[src/verilog/lcp_pkg.sv]
// Purpose: shared constants for the line output and charge pump control block
// Assumes: AXI4-Lite with 32-bit data, one word per register
// Notes: register byte address is four times the register index
package lcp_pkg;
  // ****************
  // register map
  // ****************
  localparam int unsigned ADDR_W = 12;
  localparam logic [7:0] LINEOUT_INDEX = 8'h5e;
  localparam logic [7:0] PUMP_ENABLE_INDEX = 8'h62;
  localparam logic [7:0] PUMP_MODE_INDEX = 8'h68;
  localparam logic [7:0] PUMP_STATUS_INDEX = 8'h69;
  localparam logic [ADDR_W-1:0] LINEOUT_ADDR = {2'b00, LINEOUT_INDEX, 2'b00};
  localparam logic [ADDR_W-1:0] PUMP_ENABLE_ADDR = {2'b00, PUMP_ENABLE_INDEX, 2'b00};
  localparam logic [ADDR_W-1:0] PUMP_MODE_ADDR = {2'b00, PUMP_MODE_INDEX, 2'b00};
  localparam logic [ADDR_W-1:0] PUMP_STATUS_ADDR = {2'b00, PUMP_STATUS_INDEX, 2'b00};
  // ****************
  // field positions and reset values
  // ****************
  localparam int unsigned LEFT_SHORT_BIT = 7;
  localparam int unsigned LEFT_OUTPUT_BIT = 6;
  localparam int unsigned LEFT_MIDDLE_BIT = 5;
  localparam int unsigned LEFT_INPUT_BIT = 4;
  localparam int unsigned RIGHT_SHORT_BIT = 3;
  localparam int unsigned RIGHT_OUTPUT_BIT = 2;
  localparam int unsigned RIGHT_MIDDLE_BIT = 1;
  localparam int unsigned RIGHT_INPUT_BIT = 0;
  localparam int unsigned PUMP_ENABLE_BIT = 0;
  localparam int unsigned PUMP_TRACK_BIT = 0;
  localparam int unsigned STATUS_RUN_BIT = 0;
  localparam int unsigned STATUS_RAIL_BIT = 1;
  localparam int unsigned STATUS_RATIO_LSB = 2;
  localparam logic [7:0] LINEOUT_RESET = 8'h00;
  localparam logic PUMP_ENABLE_RESET = 1'b0;
  localparam logic PUMP_TRACK_RESET = 1'b0;
  localparam logic [1:0] RESP_OKAY = 2'b00;
  localparam logic [1:0] RESP_SLVERR = 2'b10;
  // ****************
  // clocking
  // ****************
  localparam int unsigned SYSCLK_HZ = 50_000_000;
  localparam int unsigned SYSCLK_MIN_HZ = 2_822_400;
  localparam int unsigned PUMP_NOMINAL_HZ = 1_000_000;
  localparam int unsigned TICK_HZ = 4_000;
  localparam int unsigned PUMP_PER_TICK = PUMP_NOMINAL_HZ / TICK_HZ;
  localparam int unsigned RATIO_W = 6;
  localparam logic [RATIO_W-1:0] RATIO_256FS = 6'h0c;
  localparam logic [RATIO_W-1:0] RATIO_128FS = 6'h06;
  localparam logic [RATIO_W-1:0] RATIO_STEP = RATIO_128FS >> 1;
  localparam logic [3:0] RATE_CODE_256FS = 4'h3;
  // ****************
  // pump rail states
  // ****************
  typedef enum logic [1:0] {
    LCP_RAIL_LOW = 2'b01,
    LCP_RAIL_FULL = 2'b10
  } lcp_rail_type;
endpackage : lcp_pkg

[src/verilog/lcp_pump_if.sv]
// Purpose: carries pump control between the register block and its helpers
// Assumes: all members sit on the system clock
// Notes: none
`timescale 1ns/1ns
interface lcp_pump_if;
  import lcp_pkg::*;
  logic enable;
  logic tracking;
  logic [RATIO_W-1:0] ratio;
  logic pump_pulse;
  logic pump_clock;
  logic tick;
  lcp_rail_type rail;
  modport ctrl (output enable, output tracking, output ratio,
                input pump_pulse, input pump_clock, input tick, input rail);
  modport divider (input enable, input ratio, input rail,
                   output pump_pulse, output pump_clock, output tick);
  modport level (input enable, input tracking, input tick, output rail);
endinterface : lcp_pump_if

[src/verilog/lcp_clock_divider.sv]
// Purpose: divides the system clock down to the pump clock and the slow tick
// Assumes: enable, ratio and rail come from the system clock domain
// Notes: low rail skips every other pump period to halve switching
`timescale 1ns/1ns
module lcp_clock_divider
(
  // clock and reset
  input wire logic aclk,
  input wire logic aresetn,
  // pump control
  lcp_pump_if.divider pump
);
  import lcp_pkg::*;
  logic [RATIO_W-1:0] count;
  logic [8:0] tick_count;
  logic skip;
  wire wrap = (count >= pump.ratio - 6'h01);
  wire tick_wrap = (tick_count == 9'(PUMP_PER_TICK - 1));
  // ****************
  // divider
  // ****************
  always_ff @(posedge aclk)
  begin
    if (!aresetn || !pump.enable)
    begin
      count <= '0;
      tick_count <= '0;
      skip <= 1'b0;
      pump.pump_pulse <= 1'b0;
      pump.pump_clock <= 1'b0;
      pump.tick <= 1'b0;
    end
    else
    begin
      count <= wrap ? '0 : count + 6'h01;
      pump.pump_pulse <= wrap && !skip;
      pump.pump_clock <= (count < (pump.ratio >> 1)) && !skip;
      if (wrap)
      begin
        skip <= (pump.rail == LCP_RAIL_LOW) ? !skip : 1'b0;
        tick_count <= tick_wrap ? '0 : tick_count + 9'h001;
      end
      pump.tick <= wrap && tick_wrap;
    end
  end
endmodule : lcp_clock_divider

[src/verilog/lcp_level_mode.sv]
// Purpose: chooses the pump rail level from volumes or from the audio level
// Assumes: volumes and audio level are on the system clock
// Notes: decision refreshed only on the slow tick to avoid rail chatter
`timescale 1ns/1ns
module lcp_level_mode
#(
  parameter int unsigned VOL_W = 6,
  parameter logic [5:0] VOL_FULL_LIMIT = 6'h30,
  parameter logic [7:0] LEVEL_FULL_LIMIT = 8'h40
)
(
  // clock and reset
  input wire logic aclk,
  input wire logic aresetn,
  // level sources
  input wire logic [VOL_W-1:0] left_headphone_volume,
  input wire logic [VOL_W-1:0] right_headphone_volume,
  input wire logic [VOL_W-1:0] left_line_volume,
  input wire logic [VOL_W-1:0] right_line_volume,
  input wire logic [7:0] audio_level,
  // pump control
  lcp_pump_if.level pump
);
  import lcp_pkg::*;
  wire vol_full = (left_headphone_volume >= VOL_FULL_LIMIT) ||
                  (right_headphone_volume >= VOL_FULL_LIMIT) ||
                  (left_line_volume >= VOL_FULL_LIMIT) ||
                  (right_line_volume >= VOL_FULL_LIMIT);
  wire level_full = (audio_level >= LEVEL_FULL_LIMIT);
  wire want_full = pump.tracking ? level_full : vol_full;
  // ****************
  // rail decision
  // ****************
  always_ff @(posedge aclk)
  begin
    if (!aresetn || !pump.enable)
    begin
      pump.rail <= LCP_RAIL_LOW;
    end
    else if (pump.tick)
    begin
      pump.rail <= want_full ? LCP_RAIL_FULL : LCP_RAIL_LOW;
    end
  end
endmodule : lcp_level_mode

[src/verilog/lcp_control.sv]
// Purpose: line output stage control and charge pump control registers
// Assumes: AXI4-Lite master keeps one write and one read in flight
// Notes: stage bits are driven as written; pop-free order is software's job
//
// Notes on behaviour
// - left short-release bit 7; zero keeps left line shorted; resets zero.
// - left line output, middle, input stage enables at bits 6,5,4; reset zero.
// - right short-release bit 3; zero keeps right line shorted; resets zero.
// - right line output, middle, input stage enables at bits 2,1,0; reset zero.
// - pump runs only while enable bit 0 is set; reset clears it.
// - mode bit picks pump source: 0 volumes, 1 real-time audio level.
// - volume mode derives pump mode from four headphone and line volumes.
// - mode bit resets to zero, so pump starts in volume mode.
// - pump uses system clock plus 4 kHz tick; needs 2.8224 MHz minimum.
// - pump clock divides system clock to nominal 1 MHz by chosen ratio.
// - ratio 12 at 256 times sample rate, 6 at 128 times.
// - ratio is picked automatically from clock settings, no software field.
// - enabled pump adapts rail level and switching rate to chosen source.
// - start-up sequence sets pump enable; shut-down sequence clears it.
//
// The AXI4-Lite register port was chosen for this implementation.
`timescale 1ns/1ns
module lcp_control
#(
  parameter int unsigned VOL_W = 6
)
(
  // clock and reset
  input wire logic aclk,
  input wire logic aresetn,
  // axi4-lite write
  input wire logic [lcp_pkg::ADDR_W-1:0] awaddr,
  input wire logic [2:0] awprot,
  input wire logic awvalid,
  output logic awready,
  input wire logic [31:0] wdata,
  input wire logic [3:0] wstrb,
  input wire logic wvalid,
  output logic wready,
  output logic [1:0] bresp,
  output logic bvalid,
  input wire logic bready,
  // axi4-lite read
  input wire logic [lcp_pkg::ADDR_W-1:0] araddr,
  input wire logic [2:0] arprot,
  input wire logic arvalid,
  output logic arready,
  output logic [31:0] rdata,
  output logic [1:0] rresp,
  output logic rvalid,
  input wire logic rready,
  // sequencer requests
  input wire logic sequence_pump_on,
  input wire logic sequence_pump_off,
  // clock settings
  input wire logic [3:0] system_clock_ratio_select,
  // level sources
  input wire logic [VOL_W-1:0] left_headphone_volume,
  input wire logic [VOL_W-1:0] right_headphone_volume,
  input wire logic [VOL_W-1:0] left_line_volume,
  input wire logic [VOL_W-1:0] right_line_volume,
  input wire logic [7:0] audio_level,
  // line output stages
  output logic left_line_short_release,
  output logic left_line_output_stage_on,
  output logic left_line_middle_stage_on,
  output logic left_line_input_stage_on,
  output logic right_line_short_release,
  output logic right_line_output_stage_on,
  output logic right_line_middle_stage_on,
  output logic right_line_input_stage_on,
  // charge pump
  output logic pump_enable,
  output logic pump_level_tracking_select,
  output logic pump_clock,
  output logic pump_tick,
  output logic pump_full_rail
);
  import lcp_pkg::*;

  // ****************
  // declarations
  // ****************
  logic [7:0] lineout_stage_control;
  logic charge_pump_enable;
  logic charge_pump_power_mode;
  logic aw_held;
  logic w_held;
  logic [ADDR_W-1:0] addr_q;
  logic [31:0] data_q;
  logic strb_q;
  logic clock_ok;
  lcp_pump_if pump ();

  // one-hot select: lineout, enable, mode, status
  function automatic logic [3:0] decode(input logic [ADDR_W-1:0] addr);
    logic [3:0] sel;
    sel = 4'h0;
    if (addr == LINEOUT_ADDR)
      sel = 4'h1;
    else if (addr == PUMP_ENABLE_ADDR)
      sel = 4'h2;
    else if (addr == PUMP_MODE_ADDR)
      sel = 4'h4;
    else if (addr == PUMP_STATUS_ADDR)
      sel = 4'h8;
    return sel;
  endfunction : decode

  // ratio tracks the system clock multiple in steps of 64 fs
  function automatic logic [RATIO_W-1:0] pump_ratio(input logic [3:0] rate);
    return RATIO_W'(RATIO_STEP * ({2'b00, rate} + 6'h01));
  endfunction : pump_ratio

  // ****************
  // write channel
  // ****************
  wire aw_take = awvalid && awready;
  wire w_take = wvalid && wready;
  wire have_aw = aw_held || aw_take;
  wire have_w = w_held || w_take;
  wire do_write = have_aw && have_w && !bvalid;
  wire [ADDR_W-1:0] wr_addr = aw_held ? addr_q : awaddr;
  wire [31:0] wr_data = w_held ? data_q : wdata;
  wire wr_lane0 = w_held ? strb_q : wstrb[0];
  wire [3:0] wr_sel = decode(wr_addr);
  wire wr_lineout = do_write && wr_sel[0] && wr_lane0;
  wire wr_enable = do_write && wr_sel[1] && wr_lane0;
  wire wr_mode = do_write && wr_sel[2] && wr_lane0;
  wire wr_hit = |wr_sel;

  // no new beat while a response waits, so one write stays in flight
  assign awready = !aw_held && !bvalid;
  assign wready = !w_held && !bvalid;

  always_ff @(posedge aclk)
  begin
    if (!aresetn)
    begin
      aw_held <= 1'b0;
      w_held <= 1'b0;
      addr_q <= '0;
      data_q <= '0;
      strb_q <= 1'b0;
    end
    else if (do_write)
    begin
      aw_held <= 1'b0;
      w_held <= 1'b0;
    end
    else
    begin
      if (aw_take)
      begin
        aw_held <= 1'b1;
        addr_q <= awaddr;
      end
      if (w_take)
      begin
        w_held <= 1'b1;
        data_q <= wdata;
        strb_q <= wstrb[0];
      end
    end
  end

  always_ff @(posedge aclk)
  begin
    if (!aresetn)
    begin
      bvalid <= 1'b0;
      bresp <= RESP_OKAY;
    end
    else if (do_write)
    begin
      bvalid <= 1'b1;
      bresp <= wr_hit ? RESP_OKAY : RESP_SLVERR;
    end
    else if (bready)
    begin
      bvalid <= 1'b0;
    end
  end

  // ****************
  // control registers
  // ****************
  always_ff @(posedge aclk)
  begin
    if (!aresetn)
    begin
      lineout_stage_control <= LINEOUT_RESET;
      charge_pump_power_mode <= PUMP_TRACK_RESET;
    end
    else
    begin
      if (wr_lineout)
        lineout_stage_control <= wr_data[7:0];
      if (wr_mode)
        charge_pump_power_mode <= wr_data[PUMP_TRACK_BIT];
    end
  end

  // sequencer request outranks a bus write landing in the same cycle
  always_ff @(posedge aclk)
  begin
    if (!aresetn)
      charge_pump_enable <= PUMP_ENABLE_RESET;
    else if (sequence_pump_on)
      charge_pump_enable <= 1'b1;
    else if (sequence_pump_off)
      charge_pump_enable <= 1'b0;
    else if (wr_enable)
      charge_pump_enable <= wr_data[PUMP_ENABLE_BIT];
  end

  // ****************
  // read channel
  // ****************
  wire [3:0] rd_sel = decode(araddr);
  wire [31:0] status_word = {24'h00_0000, pump.ratio, pump_full_rail, pump_enable};
  wire [31:0] rd_word = rd_sel[0] ? {24'h00_0000, lineout_stage_control} :
                        rd_sel[1] ? {31'h0000_0000, charge_pump_enable} :
                        rd_sel[2] ? {31'h0000_0000, charge_pump_power_mode} :
                        rd_sel[3] ? status_word : 32'h0000_0000;

  assign arready = !rvalid;

  always_ff @(posedge aclk)
  begin
    if (!aresetn)
    begin
      rvalid <= 1'b0;
      rdata <= '0;
      rresp <= RESP_OKAY;
    end
    else if (arvalid && arready)
    begin
      rvalid <= 1'b1;
      rdata <= rd_word;
      rresp <= (|rd_sel) ? RESP_OKAY : RESP_SLVERR;
    end
    else if (rready)
    begin
      rvalid <= 1'b0;
    end
  end

  // ****************
  // stage outputs
  // ****************
  // each bit goes straight to its stage; pop-free order is left to software
  always_ff @(posedge aclk)
  begin
    if (!aresetn)
    begin
      left_line_short_release <= 1'b0;
      left_line_output_stage_on <= 1'b0;
      left_line_middle_stage_on <= 1'b0;
      left_line_input_stage_on <= 1'b0;
      right_line_short_release <= 1'b0;
      right_line_output_stage_on <= 1'b0;
      right_line_middle_stage_on <= 1'b0;
      right_line_input_stage_on <= 1'b0;
    end
    else
    begin
      left_line_short_release <= lineout_stage_control[LEFT_SHORT_BIT];
      left_line_output_stage_on <= lineout_stage_control[LEFT_OUTPUT_BIT];
      left_line_middle_stage_on <= lineout_stage_control[LEFT_MIDDLE_BIT];
      left_line_input_stage_on <= lineout_stage_control[LEFT_INPUT_BIT];
      right_line_short_release <= lineout_stage_control[RIGHT_SHORT_BIT];
      right_line_output_stage_on <= lineout_stage_control[RIGHT_OUTPUT_BIT];
      right_line_middle_stage_on <= lineout_stage_control[RIGHT_MIDDLE_BIT];
      right_line_input_stage_on <= lineout_stage_control[RIGHT_INPUT_BIT];
    end
  end

  // ****************
  // charge pump
  // ****************
  // a system clock below the floor would starve the pump, so it stays off
  assign clock_ok = (SYSCLK_HZ >= SYSCLK_MIN_HZ);
  assign pump.enable = charge_pump_enable && clock_ok;
  assign pump.tracking = charge_pump_power_mode;
  assign pump.ratio = pump_ratio(system_clock_ratio_select);

  lcp_clock_divider u_divider
  (
    .aclk (aclk),
    .aresetn (aresetn),
    .pump (pump.divider)
  );

  lcp_level_mode #(.VOL_W(VOL_W)) u_level
  (
    .aclk (aclk),
    .aresetn (aresetn),
    .left_headphone_volume (left_headphone_volume),
    .right_headphone_volume (right_headphone_volume),
    .left_line_volume (left_line_volume),
    .right_line_volume (right_line_volume),
    .audio_level (audio_level),
    .pump (pump.level)
  );

  always_ff @(posedge aclk)
  begin
    if (!aresetn)
    begin
      pump_enable <= 1'b0;
      pump_level_tracking_select <= 1'b0;
      pump_clock <= 1'b0;
      pump_tick <= 1'b0;
      pump_full_rail <= 1'b0;
    end
    else
    begin
      pump_enable <= pump.enable;
      pump_level_tracking_select <= charge_pump_power_mode;
      pump_clock <= pump.pump_clock;
      pump_tick <= pump.tick;
      pump_full_rail <= (pump.rail == LCP_RAIL_FULL);
    end
  end

endmodule : lcp_control

[config.mk]
export PLATFORM = sky130hd
export DESIGN_NAME = lcp_control
export DESIGN_NICKNAME = d
export VERILOG_FILES = /design/src/verilog/lcp_pkg.sv /design/src/verilog/lcp_pump_if.sv /design/src/verilog/lcp_clock_divider.sv /design/src/verilog/lcp_level_mode.sv /design/src/verilog/lcp_control.sv
export SDC_FILE = /design/constraint.sdc
export NUM_CORES = 1
export LEC_CHECK = 0
export ABC_CLOCK_PERIOD_IN_PS = 7400
export BUFFER_PORTS_ARGS = -buffer_cell sky130_fd_sc_hd__buf_2
export CAP_MARGIN = 5
export CORE_MARGIN = 5
export CORE_UTILIZATION = 45
export CTS_BUF_LIST = sky130_fd_sc_hd__clkbuf_8
export CTS_CLUSTER_SIZE = 40
export DETAILED_ROUTE_END_ITERATION = 7
export PLACE_DENSITY_LB_ADDON = 0.25
export SLEW_MARGIN = 20
export SYNTH_ARGS = -nofsm -noshare
export SYNTH_HDL_FRONTEND = slang
export SYNTH_SLANG_ARGS = --single-unit
export TNS_END_PERCENT = 100
[constraint.sdc]
create_clock -name aclk -period 7.4 [get_ports aclk]
set_input_delay 0 -clock aclk [delete_from_list [all_inputs] [get_ports aclk]]
set_output_delay 0 -clock aclk [all_outputs]
set_load 0.01 [all_outputs]
# Word level (Yosys, flattened, before mapping)
# Index checks and enable logic that the tools add are counted.
[totals]
ramBits = 0
ff_bits = 104
latchBits = 0
n_memories = 0
romBits = 0
input_bits = 111
[classes]
n_shift = 0
mul = 1
order_cmp = 7
n_bitwise = 2
n_mux = 28
eq_ne = 11
add_sub_neg = 4
div = 0
reduce_logical = 37
[op_table]
columns = ["operator", "n"]
rows = [
  ["== test 12 x 9 -> 1 bit (second input constant)", 8],
  ["2-to-1 mux 8 bit", 5],
  ["2-to-1 mux 4 bit", 8],
  [">= comparator 6 bit (second input constant)", 4],
  ["logical AND 1 bit", 15],
  ["2-to-1 mux 12 bit", 1],
  ["2-to-1 mux 1 bit", 10],
  ["adder 9 x 1 -> 9 bit (second input constant)", 1],
  ["== test 9 x 8 -> 1 bit (second input constant)", 1],
  ["2-to-1 mux 9 bit", 1],
  [">= comparator 8 x 7 -> 1 bit (second input constant)", 1],
  ["OR reduction 4 bit", 2],
  ["logical NOT 1 bit", 7],
  ["adder 6 x 1 -> 6 bit (second input constant)", 1],
  [">= comparator 6 bit", 1],
  ["logical OR 1 bit", 6],
  ["less-than comparator 6 x 5 -> 1 bit", 1],
  ["multiplier 2 x 5 -> 6 bit (first input constant)", 1],
  ["2-to-1 mux 2 bit", 3],
  ["subtractor 6 x 1 -> 6 bit (second input constant)", 1],
  ["adder 4 x 1 -> 5 bit (second input constant)", 1],
  ["AND reduction 2 bit", 2],
  ["nonzero test 2 bit", 2],
  ["OR reduction 2 bit", 2],
  ["other kinds (4)", 5],
]

# Logic depth before layout (Yosys ltp)
# Gate-level depths: netlist (run 1).
[logic_depth]
word_depth = 11
depth_mapped = 15
depth_no_buf = 14

# Hierarchy
# From an unflattened synthesis (run 1), not the netlist that was laid out.
[unflattened]
hier_cells = 455
hier_area_um2 = 4281.6
[by_module_without_submodules]
columns = ["module", "area_per_inst_um2", "seq_area_each_um2", "cells_each", "instances"]
rows = [
  ["lcp_control", 3065.4, 1161.1, 314, 1],
  ["lcp_clock_divider", 1117.3, 380.4, 130, 1],
  ["lcp_level_mode", 98.8, 40.0, 11, 1],
]

# Worst setup path after synthesis (run 1)
# No wires, ideal clock.
[synth_path]
path_type = "input to register"
start = "input port system_clock_ratio_select[0]"
end = "register u_divider.tick_count[3]"
path_slack_ns = 4.473
arrival_ns = 2.793
path_buffers = 1
stages = 13
required_ns = 7.266
path_cell_list = "ha_1 > xor2_1 > inv_1 > fa_1 > xor2_1 > nor3b_1 > xor2_1 > ha_1 > a2111oi_0 > o21a_1 > or2_2 > clkbuf_1 > o31ai_1"
[synth_via]
elab_chain_cells = 4
[synth_lines]
columns = ["element", "line", "source"]
rows = [
  ["start, declared", "lcp_control.sv:56", "input wire logic [3:0] system_clock_ratio_select,"],
  ["adder 4 x 1 -> 5 bit", "lcp_control.sv:112", "return RATIO_W'(RATIO_STEP * ({2'b00, rate} + 6'h01));"],
  ["multiplier 2 x 5 -> 6 bit", "lcp_control.sv:112", ""],
  ["subtractor 6 x 1 -> 6 bit", "lcp_clock_divider.sv:17", "wire wrap = (count >= pump.ratio - 6'h01);"],
  [">= comparator 6 bit", "lcp_clock_divider.sv:17", ""],
  ["end signal, assigned", "lcp_clock_divider.sv:41", "tick_count <= tick_wrap ? '0 : tick_count + 9'h001;"],
  ["end, declared", "lcp_clock_divider.sv:15", "logic [8:0] tick_count;"],
]
# No other way between the ends.
# A chain may end at the register's enable or synchronous reset.

# Final worst setup path (run 1)
[layout_path]
start = "input port system_clock_ratio_select[0]"
end = "register u_divider.pump.tick"
[layout_via]
elab_chain_cells = 5
[layout_lines]
columns = ["element", "line", "source"]
rows = [
  ["adder 4 x 1 -> 5 bit", "lcp_control.sv:112", ""],
  ["multiplier 2 x 5 -> 6 bit", "lcp_control.sv:112", ""],
  ["subtractor 6 x 1 -> 6 bit", "lcp_clock_divider.sv:17", ""],
  [">= comparator 6 bit", "lcp_clock_divider.sv:17", ""],
  ["logical AND 1 bit", "lcp_clock_divider.sv:43", "pump.tick <= wrap && tick_wrap;"],
  ["end signal, assigned", "lcp_clock_divider.sv:43", ""],
  ["end, declared", "lcp_pump_if.sv:17", "output pump_pulse, output pump_clock, output tick);"],
]
# No other way between the ends.

==> results of run 1 <==
==> how the worst max path moves through the flow <==
stage / startpoint / end / cells past startpoint
6_report: system_clock_ratio_select[0] / u_divider.pump.tick$_SDFF_PP0_ / 13
3_5_place_dp: system_clock_ratio_select[0] / u_divider.count[2]$_SDFF_PP0_ / 13
4_1_cts: system_clock_ratio_select[0] / u_divider.count[2]$_SDFF_PP0_ / 13
3_3_place_gp: system_clock_ratio_select[0] / u_divider.pump.tick$_SDFF_PP0_ / 13
5_1_grt: system_clock_ratio_select[0] / u_divider.count[2]$_SDFF_PP0_ / 13
2_1_floorplan: system_clock_ratio_select[0] / u_divider.tick_count[3]$_SDFFE_PP0P_ / 13
==> cell type report <==
cell class                 instances  area [sq um]
tap                              111           139
fill                             881          4080
sequential                        78          1560
multi-input combinational        329          2320
clock inverter                     6          68.8
clock buffer                      10           138
inverter                          17          63.8
timing repair buffer             111           696
==> routing by layer <==
metal	track usage [%]	routed length [um]	vias up
li1	-	-	1738
met1	21.8	4410	1611
met2	28.4	4480	68
met3	3.92	386	12
met4	4.07	90	0
met5	0	0	-
==> synth_stat cells, types with 2 or more instances <==
master / n
o31ai_1: 6
nand4b_1: 2
nand4_1: 5
buf_4: 27
dfxtp_1: 78
nand3b_1: 3
or4_1: 4
a21oi_1: 14
o311ai_0: 6
mux2_2: 7
inv_1: 17
clkbuf_1: 13
mux2i_1: 33
o211ai_1: 4
o211a_1: 3
or3_1: 2
xor2_1: 8
a22oi_1: 5
o21a_1: 6
o41ai_1: 2
or4b_4: 2
xnor2_1: 6
and2_1: 11
nor2b_1: 25
nor4b_1: 7
a21o_1: 2
buf_2: 5
ha_1: 17
o21ai_0: 13
and3_1: 7
a31oi_1: 4
nor3b_1: 5
nor3_1: 7
nor2_1: 27
nand3_1: 10
a211oi_1: 3
and4_1: 2
nand2b_1: 8
nand2_1: 19
==> report_power, final <==
| group | internal (mW) | switching, mW | total [mW] | leakage (nW) |
|---|---|---|---|---|
| Combinational | 0.0774 | 0.0949 | 0.172 | 1.57 |
| Sequential | 0.433 | 0.0136 | 0.447 | 0.634 |
| Clock | 0.167 | 0.162 | 0.329 | 0.103 |
==> sequential cells by signal, summed over array words and instances, names as in the netlist, 2 cells and up <==
name                   count
addr_q                    12
rdata                      8
data_q                     8
u_level.pump.rail          2
u_divider.tick_count       9
lineout_stage_control      8
u_divider.count            6
==> kinds of logic (layout without fill, tap and decap cells) <==
kind of cell / count (synthesis) / in the layout
simple gates: 151 / 151
flops: 78 / 78
xor+xnor: 14 / 14
other cells: 1 / 26
compound gates: 79 / 79
mux: 40 / 40
buf+inv: 62 / 144
fa+ha+maj: 19 / 19
==> through the flow <==
stage	util [%]	worst slack [ns]	hold slack [ns]	cell area, sq um	total power, mW
final	55.0	4.06	0.0429	4980	0.948
after global routing	55.0	3.74	0.0639	4980	1.00
after CTS	54.9	4.06	0.0274	4980	0.956
after detailed placement	49.6	3.69	0.227	4490	0.616
after global placement	49.6	3.73	0.216	4490	0.613
after floorplan	-	4.47	0.0992	4220	0.577
==> critical path: cells and delay by family <==
family | cells | cell delay [ns]
compound gates | 1 | 0.10
xor+xnor | 3 | 0.83
fa+ha+maj | 3 | 0.94
buf+inv | 2 | 0.24
simple gates | 4 | 1.44
==> results.ini, run 1 <==
[worst_setup_path]
cp-end-kind = register
crit_chain = buf_2 > ha_1 > xor2_1 > inv_1 > fa_1 > xor2_1 > nor3b_1 > xor2_1 > ha_1 > o21a_1 > nor2_1 > nor2_1 > and3_1
critPathSlowestCell = nor2_1
critPathMaxFanout = 15
critPathMostFrequentCell = xor2_1
rr_endpoint = charge_pump_enable$_SDFFE_PN0P_
rrSetupSlack_ns = 5.00
worst_setup_path_start_kind = input pin
path_class = input pin to register
reg2regPathDepth = 5
critPathRequiredTime_ns = 7.64
arrival_ns = 3.58
critPathMaxStageDelay_ns = 0.65
r2r_start = w_held$_SDFFE_PP0P_

[logic_synthesis]
synth_largest_area_cell = dfxtp_1
synth-compound-area-share_pct = 13.6
synth_top_family_by_area = simple AND/OR/NAND/NOR gates
synth-main-ff-cell = dfxtp_1
synthAdderAreaFrac_pct = 5.89
syn_area_sq_mm = 0.00412
yosysUniqueCellTypes = 58
synth_xor_area_share_pct = 2.97
synth_top_area_share_pct = 37.9
seq_area_frac_synth_pct = 37.9
muxShareOfSynthArea_pct = 9.92
yosys.area_share.simple_pct = 21.4
yosys_warnings = 0
synth_edf_count = 0
post_synth_main_area_contributors = dfxtp_1 (38%), mux2i_1 (8.0%), ha_1 (5.2%)
async_reset_ff_share_pct = 0
syn_area_per_cell_sq_um = 9.29
synth_cells = 444
ys_ff_latch = 78

[sta]
worstMarginPinSlew_ns = 0.865
fin_crit_ns = 3.34
rsz0062_at_grt = false
fmax_mhz = 300
maxSlewHeadroom_pct = 42.1
setup_violations = 0
period_share_pct = 45.1
setup-tns-final_ns = 0
hold_viol = 0
clock_skew_ns = 0.0107
slew_viol_final = 0

[die]
core_area_sq_mm = 0.00906
dieWidth_um = 106
pin_count = 165
die_y_um = 106
dieArea_sq_mm = 0.0112
start_util_pct = 45.5
rows = 35

[detailed_routing]
ant_nets = 0
drc = 0
post_drt_wl_per_cell_um = 14.2
via_per_inst = 5.18
drtIter0Drc = 105
first_pass_iters = 4
via_count = 3429
totalWireLength_mm = 9.37

[power_and_ir_drop]
power_density_mw_per_mm2 = 190
vdd_drop_max_uv = 72.1
p_leak_nw = 2.30

[layout]
fin_cells = 662
syn_to_final_growth_pct = 20.9
drive_above_1_share_pct = 21.1
final_common_cell = buf_2
nets = 675
mostFrequentLayoutCells = buf_2 (83), dfxtp_1 (78), mux2i_1 (33)
diodes = 0

[cts]
clkLatencyLatePin_ns = 0.34
cts_tree = yes
max-clock-path-buffers = 2
postCtsSetupBuffers = 0
cts_buffers = 9
cts.sinks = 78
cts_hold_buf = 28
clk_pin_slew_ns = 0.08
cts_resized = 0
cts_max_level = 3
ctsRootBufferMaster = clkbuf_8

[placement]
numPortBuffers = 83
gp_congestion = 0.800
dp.cells = 618
dp_hpwl_mm = 6.80

[global_route]
antenna_found_initial = 0
overflow = 0
grt_pass1_vias = 3308
grt_use_total_pct = 16.8
grt_pass1_wl_mm = 15.4
grt_max_degree = 46

[run]
max_cap_viol_count = 0

[hold_path]
hold_class = input pin to register
holdPathStages = 3
hold-path-endpoint = rresp[1]$_SDFFE_PN0P_
hold_path.startpoint = araddr[10]

[status]
status = completed

Power figures use the tool's default switching activity.
==> run 2: changes to the inputs <==
Settings changed: ABC_AREA set to 1, ABC_CLOCK_PERIOD_IN_PS 7400 to 2900.
Clock period 7.4 ns to 2.9 ns, I/O delays scaled along.
==> run 2 against run 1 <==
  * Via count is 14% higher
  * Combinational power grew to 3.2 times the previous value
  * Hold slack worse by 0.023 ns
  * Sequential cell count stayed put
==> results.ini, run 2 <==
[status]
status = completed

[worst_setup_path]
critPathRequiredTime_ns = 3.18
reg2regPathDepth = 11
path_class = input pin to register
r2r_start = aw_held$_SDFFE_PP0P_
rrSetupSlack_ns = 0.53
worst_setup_path_start_kind = input pin
rr_endpoint = charge_pump_enable$_SDFFE_PN0P_
cp-end-kind = register
arrival_ns = 2.88
critPathMaxFanout = 7

[sta]
setup_violations = 0
fmax_mhz = 386
hold_viol = 0
clock_skew_ns = 0.0142
period_share_pct = 89.4
slew_viol_final = 0
holdWs_ns = 0.0204
maxSlewHeadroom_pct = 53.5
worstMarginPinSlew_ns = 0.695
fin_crit_ns = 2.59
fin_ws_ns = 0.308

[detailed_routing]
wl_met3_um = 588
drc = 0
post_drt_wl_per_cell_um = 11.3
first_pass_iters = 4
wl_met1_mm = 4.30
via_count = 3895
drtIter0Drc = 121
top_layer_used = met4
routed-wl-met2_mm = 4.29
totalWireLength_mm = 9.35
via_per_inst = 4.72
ant_nets = 0

[logic_synthesis]
post_synth_main_area_contributors = dfxtp_1 (38%), nand2_1 (12%), nor2_1 (8.9%)
synth-main-ff-cell = dfxtp_1
synth_common_cells = nand2_1 (130), nor2_1 (97), inv_1 (79), dfxtp_1 (78), o21ai_0 (36)
async_reset_ff_share_pct = 0
synth_edf_count = 0
synthMostInstantiatedCell = nand2_1
seq_area_frac_synth_pct = 38.1
synth_cells = 591
synthAdderAreaFrac_pct = 5.68
synth_top_area_share_pct = 38.1
ys_ff_latch = 78
yosys.area_share.simple_pct = 28.7
synth_top_family_by_area = simple AND/OR/NAND/NOR gates
synth_largest_area_cell = dfxtp_1
syn_area_sq_mm = 0.00410
synth_xor_area_share_pct = 2.56
yosys_warnings = 0
syn_area_per_cell_sq_um = 6.94
synth-compound-area-share_pct = 10.8
yosysUniqueCellTypes = 40
muxShareOfSynthArea_pct = 0.244

[cts]
clkLatencyLatePin_ns = 0.36
cts.sinks = 78
cts_buffers = 9
max-clock-path-buffers = 2
clk_pin_slew_ns = 0.09
cts_max_level = 3
ctsRootBufferMaster = clkbuf_8
cts_tree = yes
postCtsSetupBuffers = 0

[layout]
largest_register = addr_q
fin_cells = 826
top_regs = addr_q (12), u_divider.tick_count (9)
largest_register_ffs = 12
mostFrequentLayoutCells = nand2_1 (129), nor2_1 (97), buf_2 (83)
diodes = 0
drive_above_1_share_pct = 17.0
syn_to_final_growth_pct = 23.5
nets = 842
final_common_cell = nand2_1

[hold_path]
hold_class = input pin to register
hold-path-endpoint = u_level.pump.rail[0]$_SDFFE_PP1P_
hold_path.startpoint = audio_level[6]
holdPathStages = 4

[placement]
dp.cells = 782
gp_congestion = 0.816
dp_hpwl_mm = 6.94
numPortBuffers = 83
pre_cts_ws_ns = -0.105

[die]
die_y_um = 105
rows = 34
dieArea_sq_mm = 0.0111
pin_count = 165
core_area_sq_mm = 0.00881
dieWidth_um = 105
start_util_pct = 46.6

[power_and_ir_drop]
power_density_mw_per_mm2 = 501
p_leak_nw = 2.57
vdd_drop_max_uv = 225

[global_route]
grt_pass1_vias = 3718
grt_max_degree = 56
grt_use_total_pct = 17.0
antenna_found_initial = 0
grt_pass1_wl_mm = 15.8
overflow = 0

[run]
max_cap_viol_count = 0

run 2: changes by cell type after synthesis, moves of 8 or more:
cell,before,now
nand2_1,19,130
nor2_1,27,97
inv_1,17,79
mux2i_1,33,1
nor2b_1,25,0
o21ai_0,13,36
nand3_1,10,27
and2_1,11,0
a21oi_1,14,22
nand2b_1,8,0
run 2: worst max-delay path by stage:
stage / start / endpoint / slack, ns / cells after the start
detailed placement: system_clock_ratio_select[0] / u_divider.tick_count[2]$_SDFFE_PP0P_ / -0.10 / 21
floorplan: system_clock_ratio_select[0] / u_divider.tick_count[2]$_SDFFE_PP0P_ / 0.11 / 19
CTS: system_clock_ratio_select[0] / u_divider.tick_count[2]$_SDFFE_PP0P_ / 0.24 / 21
global route: system_clock_ratio_select[0] / u_divider.tick_count[2]$_SDFFE_PP0P_ / -0.009 / 20
finish: system_clock_ratio_select[0] / u_divider.tick_count[2]$_SDFFE_PP0P_ / 0.31 / 20
global placement: system_clock_ratio_select[1] / u_divider.tick_count[2]$_SDFFE_PP0P_ / -0.03 / 21
run 2: per-layer routing:
layer | up-vias | track usage [%]
li1 | 2057 | -
met1 | 1719 | 20.9
met2 | 106 | 28.8
met3 | 13 | 3.79
met4 | 0 | 6.75
met5 | - | 0
run 2: metrics by stage:
| stage | util [%] | power, mW | area (sq um) | TNS, ns |
|---|---|---|---|---|
| final | 57.5 | 2.54 | 5060 | 0 |
| after global routing | 57.5 | 2.70 | 5060 | -0.00879 |
| after CTS | 57.4 | 2.56 | 5050 | 0 |
| after detailed placement | 52.0 | 1.73 | 4580 | -0.427 |
| after global placement | 52.0 | 1.71 | 4580 | -0.0465 |
| after floorplan | - | 1.58 | 4190 | 0 |
run 2: logic make-up (layout without fill, tap and decap cells):
group                      count (synthesis)  in the layout
AOI/OAI and AO/OA                         77             77
xor gates and xnor gates                  12             12
adders and majority gates                 18             18
buffers and inverters                    120            222
DFF                                       78             78
muxes                                      1              1
other                                      1             26
and+or+nand+nor                          284            284
run 2: where the power goes:
part           switching, mW  total, mW  internal [mW]
logic                  0.323      0.550          0.227
clock network          0.464      0.805          0.341
registers             0.0449       1.18           1.14
run 2: what timing repair did:
item,in CTS,in global routing
endpoints found under the setup margin,0,8
endpoints found under the hold margin,32,0
hold buffers,28,0
gates resized for setup,0,2
run 2: critical path, cell delays in order:
cell	delay, ns
buf_2	0.11
ha_1	0.23
xor2_2	0.16
buf_4	0.14
ha_1	0.28
inv_1	0.05
o21ai_0	0.20
xor2_1	0.23
nor2_1	0.07
xor2_1	0.17
ha_1	0.31
nand2_1	0.07
inv_1	0.03
nor2_1	0.08
o21a_1	0.13
nand2_2	0.11
a21oi_1	0.15
buf_4	0.15
o21ai_0	0.08
a21oi_1	0.12
run 2: cell type report:
type / instances / area (sq um)
fillers: 842 / 3740
multi-input cells: 418 / 2070
flip-flops and latches: 78 / 1560
repair buffers: 124 / 793
inverters: 82 / 308
well taps: 108 / 135
clock buffers: 9 / 124
clock inverters: 7 / 68.8
==> run 3: changes to the inputs <==
Settings changed: BUFFER_PORTS_ARGS -buffer_cell sky130_fd_sc_hd__buf_2 to -buffer_cell sky130_fd_sc_hd__buf_4.
==> run 3 against run 2 <==
  * Core utilization is 2.5 points higher
  * Sequential power barely moved
  * First-iteration DRC count rose by 40%
  * Die area is the same
  * Via count about the same
  * Sequential share of layout area is 1.3 points lower
  * Critical path type unchanged
==> results.ini, run 3 (same netlist as run 2, synthesis figures left out) <==
[detailed_routing]
via_count = 3893
ant_nets = 0
post_drt_wl_per_cell_um = 11.6
via_per_inst = 4.71
first_pass_iters = 4
drc = 0
totalWireLength_mm = 9.58
drtIter0Drc = 169

[global_route]
grt_max_degree = 57
overflow = 0
antenna_found_initial = 0
grt_util_met3_pct = 3.42
grt_use_total_pct = 17.6
grt_pass1_vias = 3783
grt_pass1_wl_mm = 16.4
met1_usage_pct = 22.4
grt_busiest_layer = met2
use_met2_pct = 28.9

[status]
status = completed

[sta]
setup_violations = 0
slew_viol_final = 0
maxSlewHeadroom_pct = 55.2
hold_viol = 0
fin_crit_ns = 2.64
clock_skew_ns = 0.0182
worstMarginPinSlew_ns = 0.669
period_share_pct = 91.1
rsz0062_at_grt = false
setup-tns-final_ns = 0
fmax_mhz = 379

[worst_setup_path]
critPathRequiredTime_ns = 3.19
critPathMaxFanout = 9
rrSetupSlack_ns = 0.53
path_class = input pin to register
arrival_ns = 2.93
rr_endpoint = charge_pump_enable$_SDFFE_PN0P_
cp-end-kind = register
r2r_start = aw_held$_SDFFE_PP0P_
reg2regPathDepth = 11
worst_setup_path_start_kind = input pin

[placement]
dp_hpwl_mm = 7.13
gp_congestion = 0.820
numPortBuffers = 83

[layout]
largest_register_ffs = 12
drive_above_1_share_pct = 17.1
mostFrequentLayoutCells = nand2_1 (129), buf_4 (98), nor2_1 (97)
syn_to_final_growth_pct = 29.0
largest_register = addr_q
final_core_util_pct = 60.0
top_regs = addr_q (12), u_divider.tick_count (9)
final_common_cell = nand2_1
nets = 843
diodes = 0

[power_and_ir_drop]
power_density_mw_per_mm2 = 501
seq_power_share_pct = 44.7
pwr-share-clk_pct = 32.6
p_leak_nw = 2.63
netSwitchingFraction_pct = 31.1
vdd_drop_max_uv = 317
internal_power_mw = 1.83
power_frac_comb_pct = 22.7
p_sw_mw = 0.824

[die]
start_util_pct = 46.6
pin_count = 165
die_y_um = 105
dieWidth_um = 105
rows = 34
dieArea_sq_mm = 0.0111
core_area_sq_mm = 0.00881

[cts]
cts.sinks = 78
clkLatencyLatePin_ns = 0.36
cts_buffers = 9
clk_pin_slew_ns = 0.08
ctsRootBufferMaster = clkbuf_8
cts_max_level = 3
max-clock-path-buffers = 2
cts_tree = yes

[hold_path]
hold-path-endpoint = u_level.pump.rail[0]$_SDFFE_PP1P_
holdPathStages = 4
hold_class = input pin to register
hold_path.startpoint = audio_level[6]

[run]
max_cap_viol_count = 0

[run 3: changes by cell type in the layout (fill, tap and decap cells not counted), sizes merged]
cell | before | now
buf | 96 | 98
clkinvlp | 0 | 1
bufinv | 0 | 1
inv | 87 | 85
dlygate4sd3 | 28 | 27
[run 3: worst max-delay path by stage]
stage                                            start                              endpoint  depth (start not counted)
after global routing      system_clock_ratio_select[0]  u_divider.tick_count[6]$_SDFFE_PP0P_                         21
after floorplan           system_clock_ratio_select[0]  u_divider.tick_count[2]$_SDFFE_PP0P_                         19
final                     system_clock_ratio_select[0]  u_divider.tick_count[2]$_SDFFE_PP0P_                         21
after global placement    system_clock_ratio_select[0]  u_divider.tick_count[2]$_SDFFE_PP0P_                         18
after CTS                 system_clock_ratio_select[0]  u_divider.tick_count[2]$_SDFFE_PP0P_                         21
after detailed placement  system_clock_ratio_select[0]  u_divider.tick_count[2]$_SDFFE_PP0P_                         21
[run 3: final cells by class]
cell class | count | area (sq um)
timing repair buffer | 125 | 1010
sequential | 78 | 1560
multi-input combinational | 418 | 2070
fill | 829 | 3520
tap | 108 | 135
clock inverter | 7 | 86.3
clock buffer | 9 | 124
inverter | 82 | 308
[run 3: power by group through the flow]
stage | clock, mW | combinational [mW] | sequential (mW)
finish | 0.865 | 0.600 | 1.18
global route | 0.939 | 0.683 | 1.19
CTS | 0.897 | 0.601 | 1.18
detailed placement | 0 | 0.568 | 1.21
global placement | 0 | 0.556 | 1.21
floorplan | 0 | 0.378 | 1.20
[run 3: timing repair]
action,4_1_cts,5_1_grt
endpoints found under the setup margin,0,15
hold buffers,27,0
buffers inserted,0,0
resized for setup,0,1
hold endpoints to repair,31,0
[run 3: worst max-delay path, stage by stage]
cell and delay (ns):
buf_4 0.12, ha_1 0.21, xor2_1 0.19, inv_1 0.08, fa_1 0.41, inv_1 0.06, nand2_1 0.06, nand2_1 0.06
a21o_1 0.12, xnor2_1 0.16, xor2_1 0.21, ha_1 0.27, nand2_1 0.08, inv_1 0.04, nor2_1 0.08, o21a_1 0.13
nand2_2 0.12, a21oi_1 0.19, buf_4 0.16, o21ai_0 0.07, a21oi_1 0.11
[run 3: metrics by stage]
stage | area, sq um | total power, mW | hold slack (ns) | cells | setup WS [ns]
detailed placement | 4800 | 1.78 | 0.243 | 784 | -0.177
global placement | 4800 | 1.76 | 0.236 | 784 | 0.0111
CTS | 5290 | 2.68 | 0.00495 | 827 | 0.178
finish | 5290 | 2.65 | 0.0269 | 827 | 0.259
floorplan | 4190 | 1.58 | 0.135 | 616 | 0.105
global route | 5290 | 2.82 | 0.0428 | 827 | 0.00821
[run 3: per-layer routing]
layer  part of all wire, %  wire, um  up-vias
met5                     0         0        -
met4                   2.2       207        0
met3                   6.6       629       14
met2                    45      4340      111
met1                    46      4400     1707
li1                      -         -     2061
